### src/verilog/sacc_pkg.sv
`default_nettype none
package sacc_pkg;

    // ------------------------------------------------------------------
    // Register addresses on the special function register bus
    // ------------------------------------------------------------------
    localparam logic [7:0] ADDR_CTRL      = 8'hC5;
    localparam logic [7:0] ADDR_RES_HIGH  = 8'hC6;

    // ------------------------------------------------------------------
    // Control/status register field positions
    // ------------------------------------------------------------------
    localparam int CTRL_RES1_POS   = 7;
    localparam int CTRL_RES0_POS   = 6;
    localparam int CTRL_DONE_POS   = 4;
    localparam int CTRL_START_POS  = 3;
    localparam int CTRL_CHAN_HI    = 2;
    localparam int CTRL_CHAN_LO    = 0;
    localparam logic [7:0] CTRL_RESET = 8'h00;
    localparam logic [7:0] RDATA_NONE = 8'h00;

    // ------------------------------------------------------------------
    // Conversion geometry and timing in machine cycles
    // ------------------------------------------------------------------
    localparam int RES_W       = 10;
    localparam int RES8_LSB    = 2;
    localparam int CHAN_W      = 3;
    localparam logic [2:0] CHAN_COUNT = 3'h6;
    localparam int CYC_W       = 6;
    localparam logic [5:0] INIT_CYC    = 6'h02;
    localparam logic [5:0] SAMPLE_CYC  = 6'h08;
    localparam logic [5:0] CONV_START  = INIT_CYC + SAMPLE_CYC;
    localparam logic [5:0] BIT_CYC_10  = 6'h04;
    localparam logic [5:0] BIT_CYC_8   = 6'h01;
    localparam logic [5:0] TOTAL_10    = 6'h32;
    localparam logic [5:0] TOTAL_8     = 6'h18;

    // ------------------------------------------------------------------
    // Carriers
    // ------------------------------------------------------------------
    typedef struct packed {
        logic       wr;
        logic       rd;
        logic [7:0] addr;
        logic [7:0] wdata;
    } sacc_sfr_req_t;

    typedef struct packed {
        logic idle_mode;
        logic power_down;
        logic idle_keep_converter_on;
        logic eight_bit_mode_select;
    } sacc_pwr_t;

    typedef enum logic [2:0] {
        ST_IDLE,
        ST_INIT,
        ST_SAMPLE,
        ST_CONVERT,
        ST_CLOSE
    } sacc_state_t;

endpackage
`default_nettype wire

### src/verilog/sacc_conv_ctrl.sv
`timescale 1ns/1ps
`default_nettype none
module sacc_conv_ctrl (
    // Clock and reset
    input  wire logic                      sys_clk,
    input  wire logic                      sys_rst,
    // Special function register bus
    input  wire sacc_pkg::sacc_sfr_req_t   sfr_req,
    output logic [7:0]                     sfr_rdata_ff,
    // Power modes and auxiliary control bits
    input  wire sacc_pkg::sacc_pwr_t       pwr,
    // Interrupt controller
    input  wire logic                      irq_enable,
    output logic                           conv_irq_req,
    // Analog front end
    input  wire logic                      comp_above,
    output logic [sacc_pkg::CHAN_W-1:0]    chan_ff,
    output logic                           mux_en_ff,
    output logic                           sample_switch_ff,
    output logic [sacc_pkg::RES_W-1:0]     dac_code
);

    sacc_pkg::sacc_state_t             state_ff;
    sacc_pkg::sacc_state_t             nxt_state;
    logic                              done_ff;
    logic                              nxt_done;
    logic                              busy_ff;
    logic                              nxt_busy;
    logic                              mode8_ff;
    logic                              nxt_mode8;
    logic [sacc_pkg::CHAN_W-1:0]       nxt_chan;
    logic                              nxt_sample;
    logic                              nxt_mux_en;
    logic [sacc_pkg::RES_W-1:0]        result_ff;
    logic [sacc_pkg::RES_W-1:0]        nxt_result;
    logic [7:0]                        nxt_rdata;
    logic [sacc_pkg::CYC_W-1:0]        cyc;
    logic [sacc_pkg::CYC_W-1:0]        cyc_plus;
    logic [sacc_pkg::RES_W-1:0]        decided;
    logic                              wr_ctrl;
    logic                              wr_clears_done;
    logic                              conv_en;
    logic                              start_ev;
    logic                              abort_ev;
    logic                              done_ev;
    logic                              sar_load;
    logic                              sar_step;
    logic                              abort_seen_ff;

    // Step edges fall every bit period after the sampling window
    function automatic logic step_due(input logic [5:0] c, input logic m8);
        logic [5:0] rel;
        rel = c - sacc_pkg::CONV_START;
        if (m8) begin
            step_due = 1'b1;
        end else begin
            step_due = ((rel & (sacc_pkg::BIT_CYC_10 - 6'h01)) == 6'h00);
        end
    endfunction

    // ------------------------------------------------------------------
    // Helpers
    // ------------------------------------------------------------------
    sacc_cycle_timer #(
        .W        (sacc_pkg::CYC_W)
    ) u_timer (
        .sys_clk  (sys_clk),
        .sys_rst  (sys_rst),
        .clr      (start_ev),
        .run      (state_ff != sacc_pkg::ST_IDLE),
        .count_ff (cyc)
    );

    sacc_sar_reg #(
        .W          (sacc_pkg::RES_W),
        .LSB8       (sacc_pkg::RES8_LSB)
    ) u_sar (
        .sys_clk    (sys_clk),
        .sys_rst    (sys_rst),
        .load       (sar_load),
        .step       (sar_step),
        .mode8      (mode8_ff),
        .comp_above (comp_above),
        .trial_ff   (dac_code),
        .decided    (decided)
    );

    // ------------------------------------------------------------------
    // Start, abort and sequencing
    // ------------------------------------------------------------------
    always_comb begin
        wr_ctrl        = sfr_req.wr && (sfr_req.addr == sacc_pkg::ADDR_CTRL);
        wr_clears_done = wr_ctrl && !sfr_req.wdata[sacc_pkg::CTRL_DONE_POS];
        cyc_plus       = cyc + 6'h01;
        conv_en = !pwr.power_down && (!pwr.idle_mode || pwr.idle_keep_converter_on);
        start_ev = wr_ctrl && sfr_req.wdata[sacc_pkg::CTRL_START_POS] && conv_en
                   && (state_ff == sacc_pkg::ST_IDLE) && !busy_ff
                   && (!done_ff || wr_clears_done);
        abort_ev = !conv_en && (state_ff != sacc_pkg::ST_IDLE);
        done_ev  = !abort_ev && (state_ff == sacc_pkg::ST_CONVERT)
                   && (cyc_plus == (mode8_ff ? sacc_pkg::TOTAL_8 : sacc_pkg::TOTAL_10));
        sar_load = !abort_ev && (state_ff == sacc_pkg::ST_SAMPLE)
                   && (cyc_plus == sacc_pkg::CONV_START);
        sar_step = !abort_ev && (state_ff == sacc_pkg::ST_CONVERT)
                   && (cyc_plus > sacc_pkg::CONV_START) && step_due(cyc_plus, mode8_ff);
    end

    always_comb begin
        nxt_state  = state_ff;
        nxt_mode8  = mode8_ff;
        nxt_busy   = busy_ff;
        nxt_sample = 1'b0;
        case (state_ff)
            sacc_pkg::ST_IDLE: begin
                if (start_ev) begin
                    nxt_state = sacc_pkg::ST_INIT;
                    nxt_mode8 = pwr.eight_bit_mode_select;
                end
            end
            sacc_pkg::ST_INIT: begin
                nxt_busy = 1'b1;
                if (cyc_plus == sacc_pkg::INIT_CYC) begin
                    nxt_state  = sacc_pkg::ST_SAMPLE;
                    nxt_sample = 1'b1;
                end
            end
            sacc_pkg::ST_SAMPLE: begin
                nxt_sample = !sar_load;
                if (sar_load) begin
                    nxt_state = sacc_pkg::ST_CONVERT;
                end
            end
            sacc_pkg::ST_CONVERT: begin
                if (done_ev) begin
                    nxt_state = sacc_pkg::ST_CLOSE;
                end
            end
            sacc_pkg::ST_CLOSE: begin
                nxt_busy  = 1'b0;
                nxt_state = sacc_pkg::ST_IDLE;
            end
            default: begin
                nxt_state = sacc_pkg::ST_IDLE;
            end
        endcase
        if (abort_ev) begin
            nxt_state  = sacc_pkg::ST_IDLE;
            nxt_busy   = 1'b0;
            nxt_sample = 1'b0;
        end
    end

    // ------------------------------------------------------------------
    // Flag, channel and result registers
    // ------------------------------------------------------------------
    always_comb begin
        nxt_done = done_ev || (done_ff && !wr_clears_done);
        nxt_chan = chan_ff;
        if (wr_ctrl && !done_ff && !busy_ff && (state_ff == sacc_pkg::ST_IDLE)) begin
            nxt_chan = sfr_req.wdata[sacc_pkg::CTRL_CHAN_HI:sacc_pkg::CTRL_CHAN_LO];
        end
        // undefined codes keep the mux off
        nxt_mux_en = nxt_sample && (chan_ff < sacc_pkg::CHAN_COUNT);
        nxt_result = done_ev ? decided : result_ff;
    end

    assign conv_irq_req = done_ff && irq_enable;

    // ------------------------------------------------------------------
    // Read path
    // ------------------------------------------------------------------
    always_comb begin
        nxt_rdata = sacc_pkg::RDATA_NONE;
        if (sfr_req.rd && (sfr_req.addr == sacc_pkg::ADDR_CTRL)) begin
            nxt_rdata                            = sacc_pkg::CTRL_RESET;
            nxt_rdata[sacc_pkg::CTRL_RES1_POS]   = result_ff[1];
            nxt_rdata[sacc_pkg::CTRL_RES0_POS]   = result_ff[0];
            nxt_rdata[sacc_pkg::CTRL_DONE_POS]   = done_ff;
            nxt_rdata[sacc_pkg::CTRL_START_POS]  = busy_ff;
            nxt_rdata[sacc_pkg::CTRL_CHAN_HI:sacc_pkg::CTRL_CHAN_LO] = chan_ff;
        end else if (sfr_req.rd && (sfr_req.addr == sacc_pkg::ADDR_RES_HIGH)) begin
            nxt_rdata = result_ff[sacc_pkg::RES_W-1:sacc_pkg::RES8_LSB];
        end
    end

    always_ff @(posedge sys_clk or posedge sys_rst) begin
        if (sys_rst) begin
            state_ff         <= sacc_pkg::ST_IDLE;
            done_ff          <= 1'b0;
            busy_ff          <= 1'b0;
            mode8_ff         <= 1'b0;
            chan_ff          <= '0;
            sample_switch_ff <= 1'b0;
            mux_en_ff        <= 1'b0;
            result_ff        <= '0;
            sfr_rdata_ff     <= sacc_pkg::RDATA_NONE;
        end else begin
            state_ff         <= nxt_state;
            done_ff          <= nxt_done;
            busy_ff          <= nxt_busy;
            mode8_ff         <= nxt_mode8;
            chan_ff          <= nxt_chan;
            sample_switch_ff <= nxt_sample;
            mux_en_ff        <= nxt_mux_en;
            result_ff        <= nxt_result;
            sfr_rdata_ff     <= nxt_rdata;
        end
    end

    // ------------------------------------------------------------------
    // Assertions
    // ------------------------------------------------------------------
    // Remembers an abort since the last start, so timing checks can excuse it
    always_ff @(posedge sys_clk or posedge sys_rst) begin
        if (sys_rst) begin
            abort_seen_ff <= 1'b0;
        end else begin
            abort_seen_ff <= start_ev ? 1'b0 : (abort_seen_ff || abort_ev);
        end
    end
endmodule
`default_nettype wire

### src/verilog/sacc_cycle_timer.sv
`timescale 1ns/1ps
`default_nettype none
module sacc_cycle_timer #(
    parameter int W = 6
) (
    // Clock and reset
    input  wire logic         sys_clk,
    input  wire logic         sys_rst,
    // Control
    input  wire logic         clr,
    input  wire logic         run,
    // Count of cycles since clear
    output logic [W-1:0]      count_ff
);

    logic [W-1:0] nxt_count;

    always_comb begin
        nxt_count = count_ff;
        if (clr) begin
            nxt_count = '0;
        end else if (run) begin
            nxt_count = count_ff + {{(W-1){1'b0}}, 1'b1};
        end
    end

    always_ff @(posedge sys_clk or posedge sys_rst) begin
        if (sys_rst) begin
            count_ff <= '0;
        end else begin
            count_ff <= nxt_count;
        end
    end

endmodule
`default_nettype wire

### src/verilog/sacc_sar_reg.sv
`timescale 1ns/1ps
`default_nettype none
module sacc_sar_reg #(
    parameter int W    = 10,
    parameter int LSB8 = 2
) (
    // Clock and reset
    input  wire logic         sys_clk,
    input  wire logic         sys_rst,
    // Sequencing
    input  wire logic         load,
    input  wire logic         step,
    input  wire logic         mode8,
    input  wire logic         comp_above,
    // Trial code to the ladder, and code with the pending decision applied
    output logic [W-1:0]      trial_ff,
    output logic [W-1:0]      decided
);

    logic [W-1:0] mask_ff;
    logic [W-1:0] nxt_mask;
    logic [W-1:0] nxt_trial;
    logic [W-1:0] floor_mask;

    always_comb begin
        floor_mask = mode8 ? ~((W'(1) << LSB8) - W'(1)) : '1;
        // Bit under test stays only if the input lies above the trial level
        decided   = comp_above ? trial_ff : (trial_ff & ~mask_ff);
        nxt_mask  = mask_ff;
        nxt_trial = trial_ff;
        if (load) begin
            nxt_mask  = W'(1) << (W - 1);
            nxt_trial = W'(1) << (W - 1);
        end else if (step && (mask_ff != '0)) begin
            nxt_mask  = (mask_ff >> 1) & floor_mask;
            nxt_trial = decided | nxt_mask;
        end
    end

    always_ff @(posedge sys_clk or posedge sys_rst) begin
        if (sys_rst) begin
            mask_ff  <= '0;
            trial_ff <= '0;
        end else begin
            mask_ff  <= nxt_mask;
            trial_ff <= nxt_trial;
        end
    end

endmodule
`default_nettype wire

### config.mk
export PLATFORM = sky130hd
export DESIGN_NAME = sacc_conv_ctrl
export DESIGN_NICKNAME = d
export VERILOG_FILES = /design/src/verilog/sacc_pkg.sv /design/src/verilog/sacc_conv_ctrl.sv /design/src/verilog/sacc_cycle_timer.sv /design/src/verilog/sacc_sar_reg.sv
export SDC_FILE = /design/constraint.sdc
export NUM_CORES = 1
export LEC_CHECK = 0
export BUFFER_PORTS_ARGS = -buffer_cell sky130_fd_sc_hd__clkbuf_2
export CORE_MARGIN = 2
export CORE_UTILIZATION = 60
export CTS_BUF_LIST = sky130_fd_sc_hd__clkbuf_8
export DETAILED_ROUTE_END_ITERATION = 8
export GPL_TIMING_DRIVEN = 0
export MAX_ROUTING_LAYER = met4
export PLACE_DENSITY = 0.85
export SYNTH_ARGS = -nofsm -noshare
export SYNTH_HDL_FRONTEND = slang
export SYNTH_SLANG_ARGS = --single-unit
### constraint.sdc
create_clock -name sys_clk -period 4.4 [get_ports sys_clk]
set_input_delay 0.66 -clock sys_clk [delete_from_list [all_inputs] [get_ports sys_clk]]
set_output_delay 0.66 -clock sys_clk [all_outputs]
set_load 0.005 [all_outputs]
# After elaboration in Yosys (flattened, before gate mapping)
# Index checks and enable logic that the tools add are counted.
[classes]
addsub = 2
mul = 0
n_div = 0
n_lt_le_gt_ge = 2
n_eq_ne = 13
shifts = 0
n_mux = 23
bitwise = 4
reduce_logical = 45
[ops]
columns = ["operator", "count"]
rows = [
  ["$mux 10", 5],
  ["$logic_and 1x1->1", 24],
  ["$mux 6", 3],
  ["$eq 8x8->1 const B", 2],
  ["$mux 8", 2],
  ["$mux 3", 5],
  ["$ne 3x3->1 const B", 4],
  ["$pmux 3 s4", 1],
  ["$and 10x10->10", 1],
  ["$and 9x10->10", 1],
  ["$not 10->10", 1],
  ["$or 10x10->10", 1],
  ["$reduce_bool 10->1", 1],
  ["$logic_not 1->1", 9],
  ["$add 6x1->6 const B", 1],
  ["$eq 3x2->1 const B", 2],
  ["$eq 6x2->1 const B", 1],
  ["$eq 6x4->1 const B", 1],
  ["$eq 6x6->1", 1],
  ["$gt 6x4->1 const B", 1],
  ["$logic_not 6->1", 1],
  ["$reduce_bool 3->1", 2],
  ["$mux 1", 4],
  ["$pmux 1 s2", 2],
  ["10 further kinds", 13],
]
[totals]
ff_bits = 55
latch_bits = 0
mem_bits_rw = 0
mem_bits_ro = 0
out_inout_bits = 24
elab_cells = 101
mem_count = 0

# Longest topological paths before layout
# Gate-level depths: netlist of the first run.
[depth]
depth_word = 12
ltp_mapped = 9
ltp_nobuf = 7

# Hierarchy
# From an unflattened synthesis of the first run, not the netlist that was laid out.
[unflattened]
cells_unflattened = 245
area_unflattened_um2 = 2808.9
[modules_own_cells]
columns = ["module", "n_inst", "cells_per_inst", "area_each_um2"]
rows = [
  ["sacc_conv_ctrl", 1, 125, 1525.2],
  ["sacc_sar_reg", 1, 93, 1006.0],
  ["sacc_cycle_timer", 1, 27, 277.8],
]

# Worst setup path after synthesis of the first run
# Ideal clock, no wire load.
[synth_timing]
kind = "register to register"
startpoint = "reg u_timer.count_ff[0]"
endpoint = "reg result_ff[0] in the netlist's numbering"
setup_time_ns = 0.125
arrival_ns = 2.251
path_slack_ns = 2.024
stages_incl_launch_ff = 8
path_buffers = 1
period_less_slack_ns = 2.376
path_cell_list = "dfrtp_1 > ha_1 > or2_2 > nor4_1 > a311oi_1 > nor3_1 > buf_4 > mux2_2"
[synth_between]
elab_chain_cells = 3
[synth_lines]
columns = ["item", "line_no", "rtl"]
rows = [
  ["from (decl)", "sacc_cycle_timer.sv:13", "output logic [W-1:0] count_ff"],
  ["from (signal assigned)", "sacc_cycle_timer.sv:31", "count_ff <= nxt_count;"],
  ["$add 6x1->6", "sacc_conv_ctrl.sv:94", "cyc_plus = cyc + 6'h01;"],
  ["$eq 6x6->1", "sacc_conv_ctrl.sv:101", "&& (cyc_plus == (mode8_ff ? sacc_pkg::TOTAL_8 : sacc_pkg::TOTAL_10));"],
  ["$logic_and 1x1->1", "sacc_conv_ctrl.sv:101", ""],
  ["to (signal assigned)", "sacc_conv_ctrl.sv:205", "result_ff <= nxt_result;"],
  ["to (decl)", "sacc_conv_ctrl.sv:34", "logic [sacc_pkg::RES_W-1:0] result_ff;"],
]
# No other way between the ends.
# A chain may end at the register's enable or synchronous reset.

# Worst setup path after layout of the first run
# Same ends and word-level chain as after synthesis.

==> results of run 1 <==
==> Yosys cell counts, types with 3 or more instances <==
| cell type | number |
|---|---|
| or3_1 | 3 |
| nand2_1 | 12 |
| buf_2 | 9 |
| nor3_1 | 6 |
| nand2b_1 | 4 |
| inv_1 | 22 |
| a22o_1 | 8 |
| mux2_2 | 8 |
| dfrtp_1 | 55 |
| and2_1 | 3 |
| nand3_1 | 10 |
| a21oi_1 | 7 |
| mux2i_1 | 9 |
| o21ai_0 | 11 |
| clkbuf_1 | 4 |
| nand4_1 | 6 |
| a211oi_1 | 3 |
| nor4_1 | 3 |
| nor2b_1 | 4 |
| nor2_1 | 14 |
| o31ai_1 | 9 |
| and3_1 | 3 |
| buf_4 | 3 |
| a32o_1 | 5 |
| xnor2_1 | 7 |
==> state kept, by name (all words and copies together) (netlist names), 3 cells and up <==
signal / cells
u_timer.count_ff: 6
u_sar.trial_ff: 10
chan_ff: 3
sfr_rdata_ff: 8
result_ff: 10
u_sar.mask_ff: 10
state_ff: 3
==> area by class of cell <==
| type | count | area share (%) |
|---|---|---|
| tap | 52 | 2.06 |
| sequential | 55 | 43.5 |
| timing repair buffer | 47 | 7.91 |
| buffer | 18 | 2.85 |
| clock inverter | 2 | 0.514 |
| clock buffer | 6 | 2.61 |
| multi-input combinational | 170 | 37.8 |
| inverter | 23 | 2.73 |
==> routing by layer <==
metal  up-vias  share of wire [%]  track usage, %
li1       1076                  -               -
met1      1069                 46            32.2
met2        70                 48            40.8
met3         7                5.5            4.08
met4         0                1.4            7.97
met5         -                  0               -
==> cell families (layout without fill, tap and decap cells) <==
kind of cell,after synthesis,after routing,share of synthesized area (%)
and+or+nand+nor,79,79,16.1
AOI/OAI and AO/OA,63,63,17.1
DFF,55,55,50.0
buffers and inverters,41,96,6.41
muxes,17,17,6.55
xor gates and xnor gates,9,9,2.87
adders and majority gates,2,2,0.910
==> worst max path at each step <==
stage          depth (start not counted)           end
4_1_cts                                7  result_ff[0]
5_1_grt                                8  result_ff[1]
6_report                               7  result_ff[0]
3_3_place_gp                           5      mode8_ff
3_5_place_dp                           5      mode8_ff
2_1_floorplan                          7  result_ff[0]
==> power breakdown <==
group | switching, µW | leakage (µW) | internal, µW
registers | 40.8 | 0.000687 | 554
clock network | 173 | 0.0000474 | 129
logic | 250 | 0.000745 | 172
total | 464 | 0.00148 | 854
==> through the flow <==
step | cell area (µm²) | setup WS (ns) | power, µW | hold slack, ns
global route | 3160 | 1.62 | 1390 | 0.270
finish | 3160 | 1.75 | 1320 | 0.235
global placement | 3050 | 1.62 | 1000 | 0.476
CTS | 3160 | 1.77 | 1310 | 0.249
detailed placement | 3070 | 1.61 | 1020 | 0.480
floorplan | 2750 | 2.02 | 925 | 0.462
==> metrics.txt, run 1 <==
largest net degree at the start of global routing 45; Syn. warnings 0; part of the cycle the worst path needs between 60% and 70%; Mapped Nets 294; Power Density 417 nW/µm²; Syn Area/Cell 10.3 µm²; Sink Count 55; TritonCTS Buffers 5; die width between 70 and 80 µm; synth top area cells dfrtp_1, mux2i_1, mux2_2; std cell rows 24; critical-path cell list ha_1, or2_2, nor4_1, a311oi_1, nor3_1, buf_4, mux2_2; DRC violations left 0; critical path launch point u_timer.count_ff[0]; Syn Std Cell Area approximately 2800 µm²; Slowest cell on crit path dfrtp_1; share of cells above drive strength 1 25.2%; IO Port Bufs 46; number of global-route vias before repair 2,097; Final Hold Viols 0; grt total ovfl 0; largest delay contributor family on the critical path simple AND/OR/NAND/NOR gates; Post-Route WL 5.79 mm; Post-Route Setup TNS 0 ns; Synth Flop Type dfrtp_1; utilization after layout 72.2%; clk slew on worst S/H paths 0.10 ns; Seq/Total Area, Yosys approximately half; cts hold-fix bufs 0; Synth top area share 50.0%; fin cells 373; Initial Util between 60% and 70%; FF-to-FF setup slack 1.75 ns; outcome finished, final reports clean; Via Count 2,222; I/O Pins 50; die area approximately 5100 µm²; Core Box Area between 4000 and 5000 µm²; Global Route Usage Sum about a quarter; maxcap violations 0; CTS resizes 0; crit path DAT 2.85 ns; Required @ worst endpoint 4.61 ns; post-synthesis cell count 266; number of vias per cell 5.96; origin of the critical flop-to-flop path u_timer.count_ff[0]; Max Slew Vio Count 0; WP buf/inv 1; Initial DRC Count between 150 and 200; initial antenna violation count 0; ys async rst share 100%; crit path max fanout 10; Post-synth EDFFs 0; relative slew slack 41.8%; post-route ant nets 0; Post-layout nets 348; First-pass DRT Iterations 4; Setup crit start kind flip-flop; CTS max path bufs 2; Netlist cell types 53; Syn-to-layout area delta 15.1%; Yosys reg bits 55; clock skew 0.00839 ns; Root Driver clkbuf_8; Worst R2R End result_ff[0]; drt wl/cell 15.5 µm; crit-path max cell delay 0.47 ns; Achievable Freq 378 MHz; Worst-Skew Late Latency 0.32 ns; Final Setup Violations 0; cell taking the most area after synthesis dfrtp_1; Max H-tree Level 2; LEAKAGE roughly 0.0015 µW; commonest cells after routing, fill and taps aside dfrtp_1, clkbuf_2, inv_1; commonest non-fill, non-tap cell in the layout dfrtp_1; Reg2Reg Depth 7; ANT cells 0; first-pass GRT wire length 9.80 mm; Tmin final between 2 and 3 ns; Worst Tran Pin Value 0.866 ns; VDD IR-drop max 333 µV; CP Class reg2reg; placed cells 365; crit end category flip-flop; CTS tree built; area of the multi-input gates roughly 1200 µm²; Post-DP HPWL 4.22 mm; register area 1380 µm²; Die Y just over 70 µm; Fill cells 309; Hold/Removal Path Class in2async; GP Congestion 0.899; post-CTS setup buffers 0; RSZ-0062 raised after global routing false
No activity file was read; power rests on OpenSTA's default activity.
==> run 2, diff against run 1 <==
- CORE_UTILIZATION: 60 -> 52
- PLACE_DENSITY: 0.85 -> 0.78
- clock period: 4.4 -> 2.4 ns (I/O delays scaled with it)
==> metrics.txt, run 2 (synthesis results as in run 1) <==
outcome finished, final reports clean; placed cells 383; critical path launch point u_timer.count_ff[0]; Die Y 76.7 µm; CP Class reg2reg; register area 1380 µm²; number of vias per cell 5.65; Achievable Freq around 420 MHz; Initial Util between 50 and 60%; Worst Tran Pin Value 0.935 ns; critical path depth 8; top flop regs result_ff x10, u_sar.mask_ff x10, u_sar.trial_ff x10; relative slew slack between 30 and 40%; Slowest cell on crit path dfrtp_2; Root Driver clkbuf_8; pre-CTS WS -0.222 ns; DRC violations left 0; met2 Use GR 33.9%; largest net degree at the start of global routing 38; CTS max path bufs 2; fin cells 399; Final Hold Viols 0; first-pass GRT wire length 10.2 mm; utilization after layout 64.2%; CTS tree built; setup ws final 0.0193 ns; maxcap violations 0; LEAKAGE 0.00154 µW; Initial DRC Count 159; grt total ovfl 0; Max Slew Vio Count 0; crit path DAT 2.58 ns; Post-Route WL roughly 6.1 mm; commonest non-fill, non-tap cell in the layout dfrtp_1; TritonCTS Buffers 5; die width 76.7 µm; die area ~6000 µm²; Reg2Reg Depth 8; Hold/Removal Path Class in2async; drt wl/cell 15.4 µm; Most Crowded Layer GR met2; area of the multi-input gates 1220 µm²; Post-layout nets 356; std cell rows 26; Sink Count 55; crit-path max cell delay 0.43 ns; number of global-route vias before repair 2,159; Global Route Usage Sum between 20% and 30%; Post-DP HPWL between 4 and 5 mm; Power Density 741 nW/µm²; GP Congestion 0.853; I/O Pins 50; Via Count 2,256; Required @ worst endpoint ~2.6 ns; crit end category flip-flop; part of the cycle the worst path needs 99.2%; First-pass DRT Iterations 4; post-route ant nets 0; crit path max fanout 8; origin of the critical flop-to-flop path u_timer.count_ff[0]; share of cells above drive strength 1 28.9%; M3 GR Usage 3.76%; critical-path cell list ha_1, buf_4, a311oi_1, a31oi_1, a211o_1, or3_1, buf_2, a32o_1; Setup crit start kind flip-flop; RSZ-0062 raised after global routing true; clock skew a little over 0.007 ns; Max H-tree Level 2; Worst-Skew Late Latency 0.31 ns; VDD IR-drop max 498 µV; WP buf/inv 2; Fill cells 413; cts hold-fix bufs 0; met1 Usage GRT 29.7%; Syn-to-layout area delta 19.2%; Tmin final 2.38 ns; commonest cells after routing, fill and taps aside dfrtp_1, clkbuf_2, inv_1; ANT cells 0; initial antenna violation count 0; clk slew on worst S/H paths 0.10 ns; Final Setup Violations 0; largest delay contributor family on the critical path compound AO/OA/AOI/OAI gates; IO Port Bufs 46; Core Box Area between 5000 and 6000 µm²
-- run 2: cell types whose count changed in the layout (fill, tap and decap cells not counted), moves of 2 or more --
cell,delta
buf_1,-2
nor3_2,+2
buf_4,+10
nor3_1,-2
-- run 2: where the power goes --
group          internal (µW)  leakage [µW]  total (µW)  switching (µW)
combinational            332      0.000803         821             489
clock                    233     0.0000526         530             297
sequential              1020      0.000686        1080            61.5
-- run 2: layout make-up --
class	instances	share of cell area [%]
tap	70	2.67
clock buffer	6	2.52
clock inverter	2	0.382
inverter	23	2.63
buffer	16	2.75
timing repair buffer	57	9.92
multi-input combinational	170	37.1
sequential	55	42.0
-- run 2: path summary, 6_finish.rpt --
kind	endpoint	slack [ns]
min	mux_en_ff	0.02
min in group sys_clk	sfr_rdata_ff[5]	0.23
max in group asynchronous	u_timer.count_ff[0]	1.84
max	u_sar.trial_ff[4]	0.02
max reg2reg	u_sar.trial_ff[4]	0.02
min reg2reg	sfr_rdata_ff[7]	0.50
-- run 2: repair_timing --
| action | in CTS | in global routing |
|---|---|---|
| setup buffers | 3 | 7 |
| pin swaps | 2 | 2 |
| gates resized for setup | 5 | 3 |
| setup endpoints to repair | 28 | 28 |
-- run 2: through the flow --
| step | power, µW | TNS, ns | hold slack [ns] | instance area (µm²) |
|---|---|---|---|---|
| 6_report | 2430 | 0 | 0.0200 | 3280 |
| 5_1_grt | 2580 | -1.25 | 0.0479 | 3280 |
| 4_1_cts | 2440 | 0 | 0.0304 | 3220 |
| 3_5_place_dp | 1880 | -2.19 | 0.366 | 3090 |
| 3_3_place_gp | 1840 | -0.980 | 0.479 | 3070 |
| 2_1_floorplan | 1700 | 0 | 0.431 | 2750 |
-- run 2: metal layers --
layer | vias up | share of wire [%]
met2 | 59 | 51
met1 | 1105 | 43
met4 | 0 | 0.96
met5 | - | 0
li1 | 1085 | -
met3 | 7 | 5.4
==> run 3, diff against run 2 <==
==> constraint.sdc (replaced) <==
create_clock -name sys_clk -period 2.4 [get_ports sys_clk]
set_input_delay 0.24 -clock sys_clk [delete_from_list [all_inputs] [get_ports sys_clk]]
set_output_delay 0.24 -clock sys_clk [all_outputs]
set_load 0.005 [all_outputs]
==> metrics.txt, run 3 (synthesis results as in run 1) <==
outcome finished, final reports clean; clock skew 0.00736 ns; I/O Pins 50; relative slew slack 37.5%; initial antenna violation count 0; Post-layout nets 357; Sink Count between 50 and 60; P_sw 849 µW; LEAKAGE 0.00155 µW; CP Class reg2reg; crit path max fanout 8; Final Setup Violations 0; share of cells above drive strength 1 28.8%; Tmin final 2.38 ns; Fill cells 412; TritonCTS Buffers 5; DRC violations left 0; Worst-Skew Late Latency between 0.3 and 0.4 ns; Core Box Area a little over 5000 µm²; number of global-route vias before repair 2,159; Post-Route Setup TNS 0 ns; Final Hold Viols 0; Power Density around 740 nW/µm²; Post-DP HPWL 4.43 mm; post-route ant nets 0; Clk pwr share 21.9%; Die Y 76.7 µm; Required @ worst endpoint 2.60 ns; die area 5890 µm²; crit path DAT 2.59 ns; Max Slew Vio Count 0; clk slew on worst S/H paths 0.09 ns; Setup crit start kind flip-flop; commonest non-fill, non-tap cell in the layout dfrtp_1; grt total ovfl 0; Global Route Usage Sum 21.9%; ANT cells 0; Syn-to-layout area delta 19.6%; Root Driver clkbuf_8; Hold/Removal Path Class in2reg; Post-Route WL just over 6 mm; Achievable Freq 419 MHz; Power, Total 2430 µW; commonest cells after routing, fill and taps aside dfrtp_1, clkbuf_2, inv_1; GP Congestion 0.853; RSZ-0062 raised after global routing true; Initial Util between 50% and 60%; Max H-tree Level 2; crit end category flip-flop; part of the cycle the worst path needs 99.4%; Net Sw Frac 34.9%; first-pass GRT wire length 10.2 mm; VDD IR-drop max 498 µV; maxcap violations 0; die width 76.7 µm; First-pass DRT Iterations 4; drt wl/cell 15.4 µm; largest net degree at the start of global routing 38; CTS max path bufs 2; top flop regs result_ff x10, u_sar.mask_ff x10, u_sar.trial_ff x10; CTS tree built; Worst Tran Pin Value 0.930 ns; Combinational Power Share 33.7%; IO Port Bufs 46; Initial DRC Count 163; Pint 1580 µW; Reg power frac 44.4%; Via Count 2,252; std cell rows 26; number of vias per cell 5.63
## run 3: cell types whose count changed in the layout (fill, tap and decap cells not counted), sizes merged
| cell | previous run | this run |
|---|---|---|
| dlygate4sd3 | 0 | 1 |
## run 3: per-layer routing
| metal | vias to the layer above | track usage (%) | wire, µm |
|---|---|---|---|
| met5 | - | - | 0 |
| met4 | 0 | 6.55 | 100 |
| met3 | 11 | 3.76 | 312 |
| met2 | 60 | 33.9 | 3070 |
| met1 | 1092 | 29.7 | 2670 |
| li1 | 1089 | - | - |
## run 3: worst paths after layout
path / from / endpoint / slack, ns / cells past startpoint
max in group asynchronous: sys_rst / u_timer.count_ff[0] / 1.42 / 4
min: sfr_req[8] / sfr_rdata_ff[5] / 0.11 / 2
min reg2reg: result_ff[9] / sfr_rdata_ff[7] / 0.50 / 1
min in group asynchronous: sys_rst / mux_en_ff / 0.45 / 3
max: u_timer.count_ff[0] / u_sar.trial_ff[4] / 0.02 / 8
max reg2reg: u_timer.count_ff[0] / u_sar.trial_ff[4] / 0.02 / 8
## run 3: metrics by stage
| step | utilization [%] | setup slack [ns] | area, µm² | instances | hold WS, ns |
|---|---|---|---|---|---|
| 3_3_place_gp | 60.1 | -0.180 | 3070 | 382 | 0.435 |
| 2_1_floorplan | - | 0.0240 | 2750 | 266 | 0.311 |
| 4_1_cts | 63.3 | 0.00171 | 3230 | 394 | 0.109 |
| 3_5_place_dp | 60.5 | -0.222 | 3090 | 383 | 0.246 |
| 5_1_grt | 64.4 | -0.123 | 3290 | 400 | 0.111 |
| 6_report | 64.4 | 0.0153 | 3290 | 400 | 0.112 |
## run 3: layout make-up
type	instances	area (µm²)	area share, %
flip-flops and latches	55	1380	41.9
multi-input cells	170	1220	37.0
repair buffers	58	335	10.2
plain buffers	16	90.1	2.74
well taps	70	87.6	2.66
inverters	23	86.3	2.62
clock buffers	6	82.6	2.51
clock inverters	2	12.5	0.380
## run 3: what timing repair did
| item | 4_1_cts | 5_1_grt |
|---|---|---|
| buffers inserted | 3 | 7 |
| resized for setup | 5 | 3 |
| setup endpoints to repair | 28 | 28 |
| pin swaps | 2 | 2 |
| endpoints found under the hold margin | 18 | 0 |
| hold buffers | 1 | 0 |
## run 3: power groups by stage
stage / logic, µW / clock network (µW) / registers, µW
floorplan: 605 / 0 / 1090
global placement: 740 / 0 / 1100
detailed placement: 771 / 0 / 1110
CTS: 816 / 545 / 1080
global route: 912 / 576 / 1090
finish: 821 / 533 / 1080
## run 3: critical path, cell delays in order (launching register included)
cell and delay (ns):
dfrtp_2 0.43, ha_1 0.20, buf_4 0.16, a311oi_1 0.28
a31oi_1 0.11, a211o_1 0.36, or3_1 0.31, buf_2 0.18
a32o_1 0.26
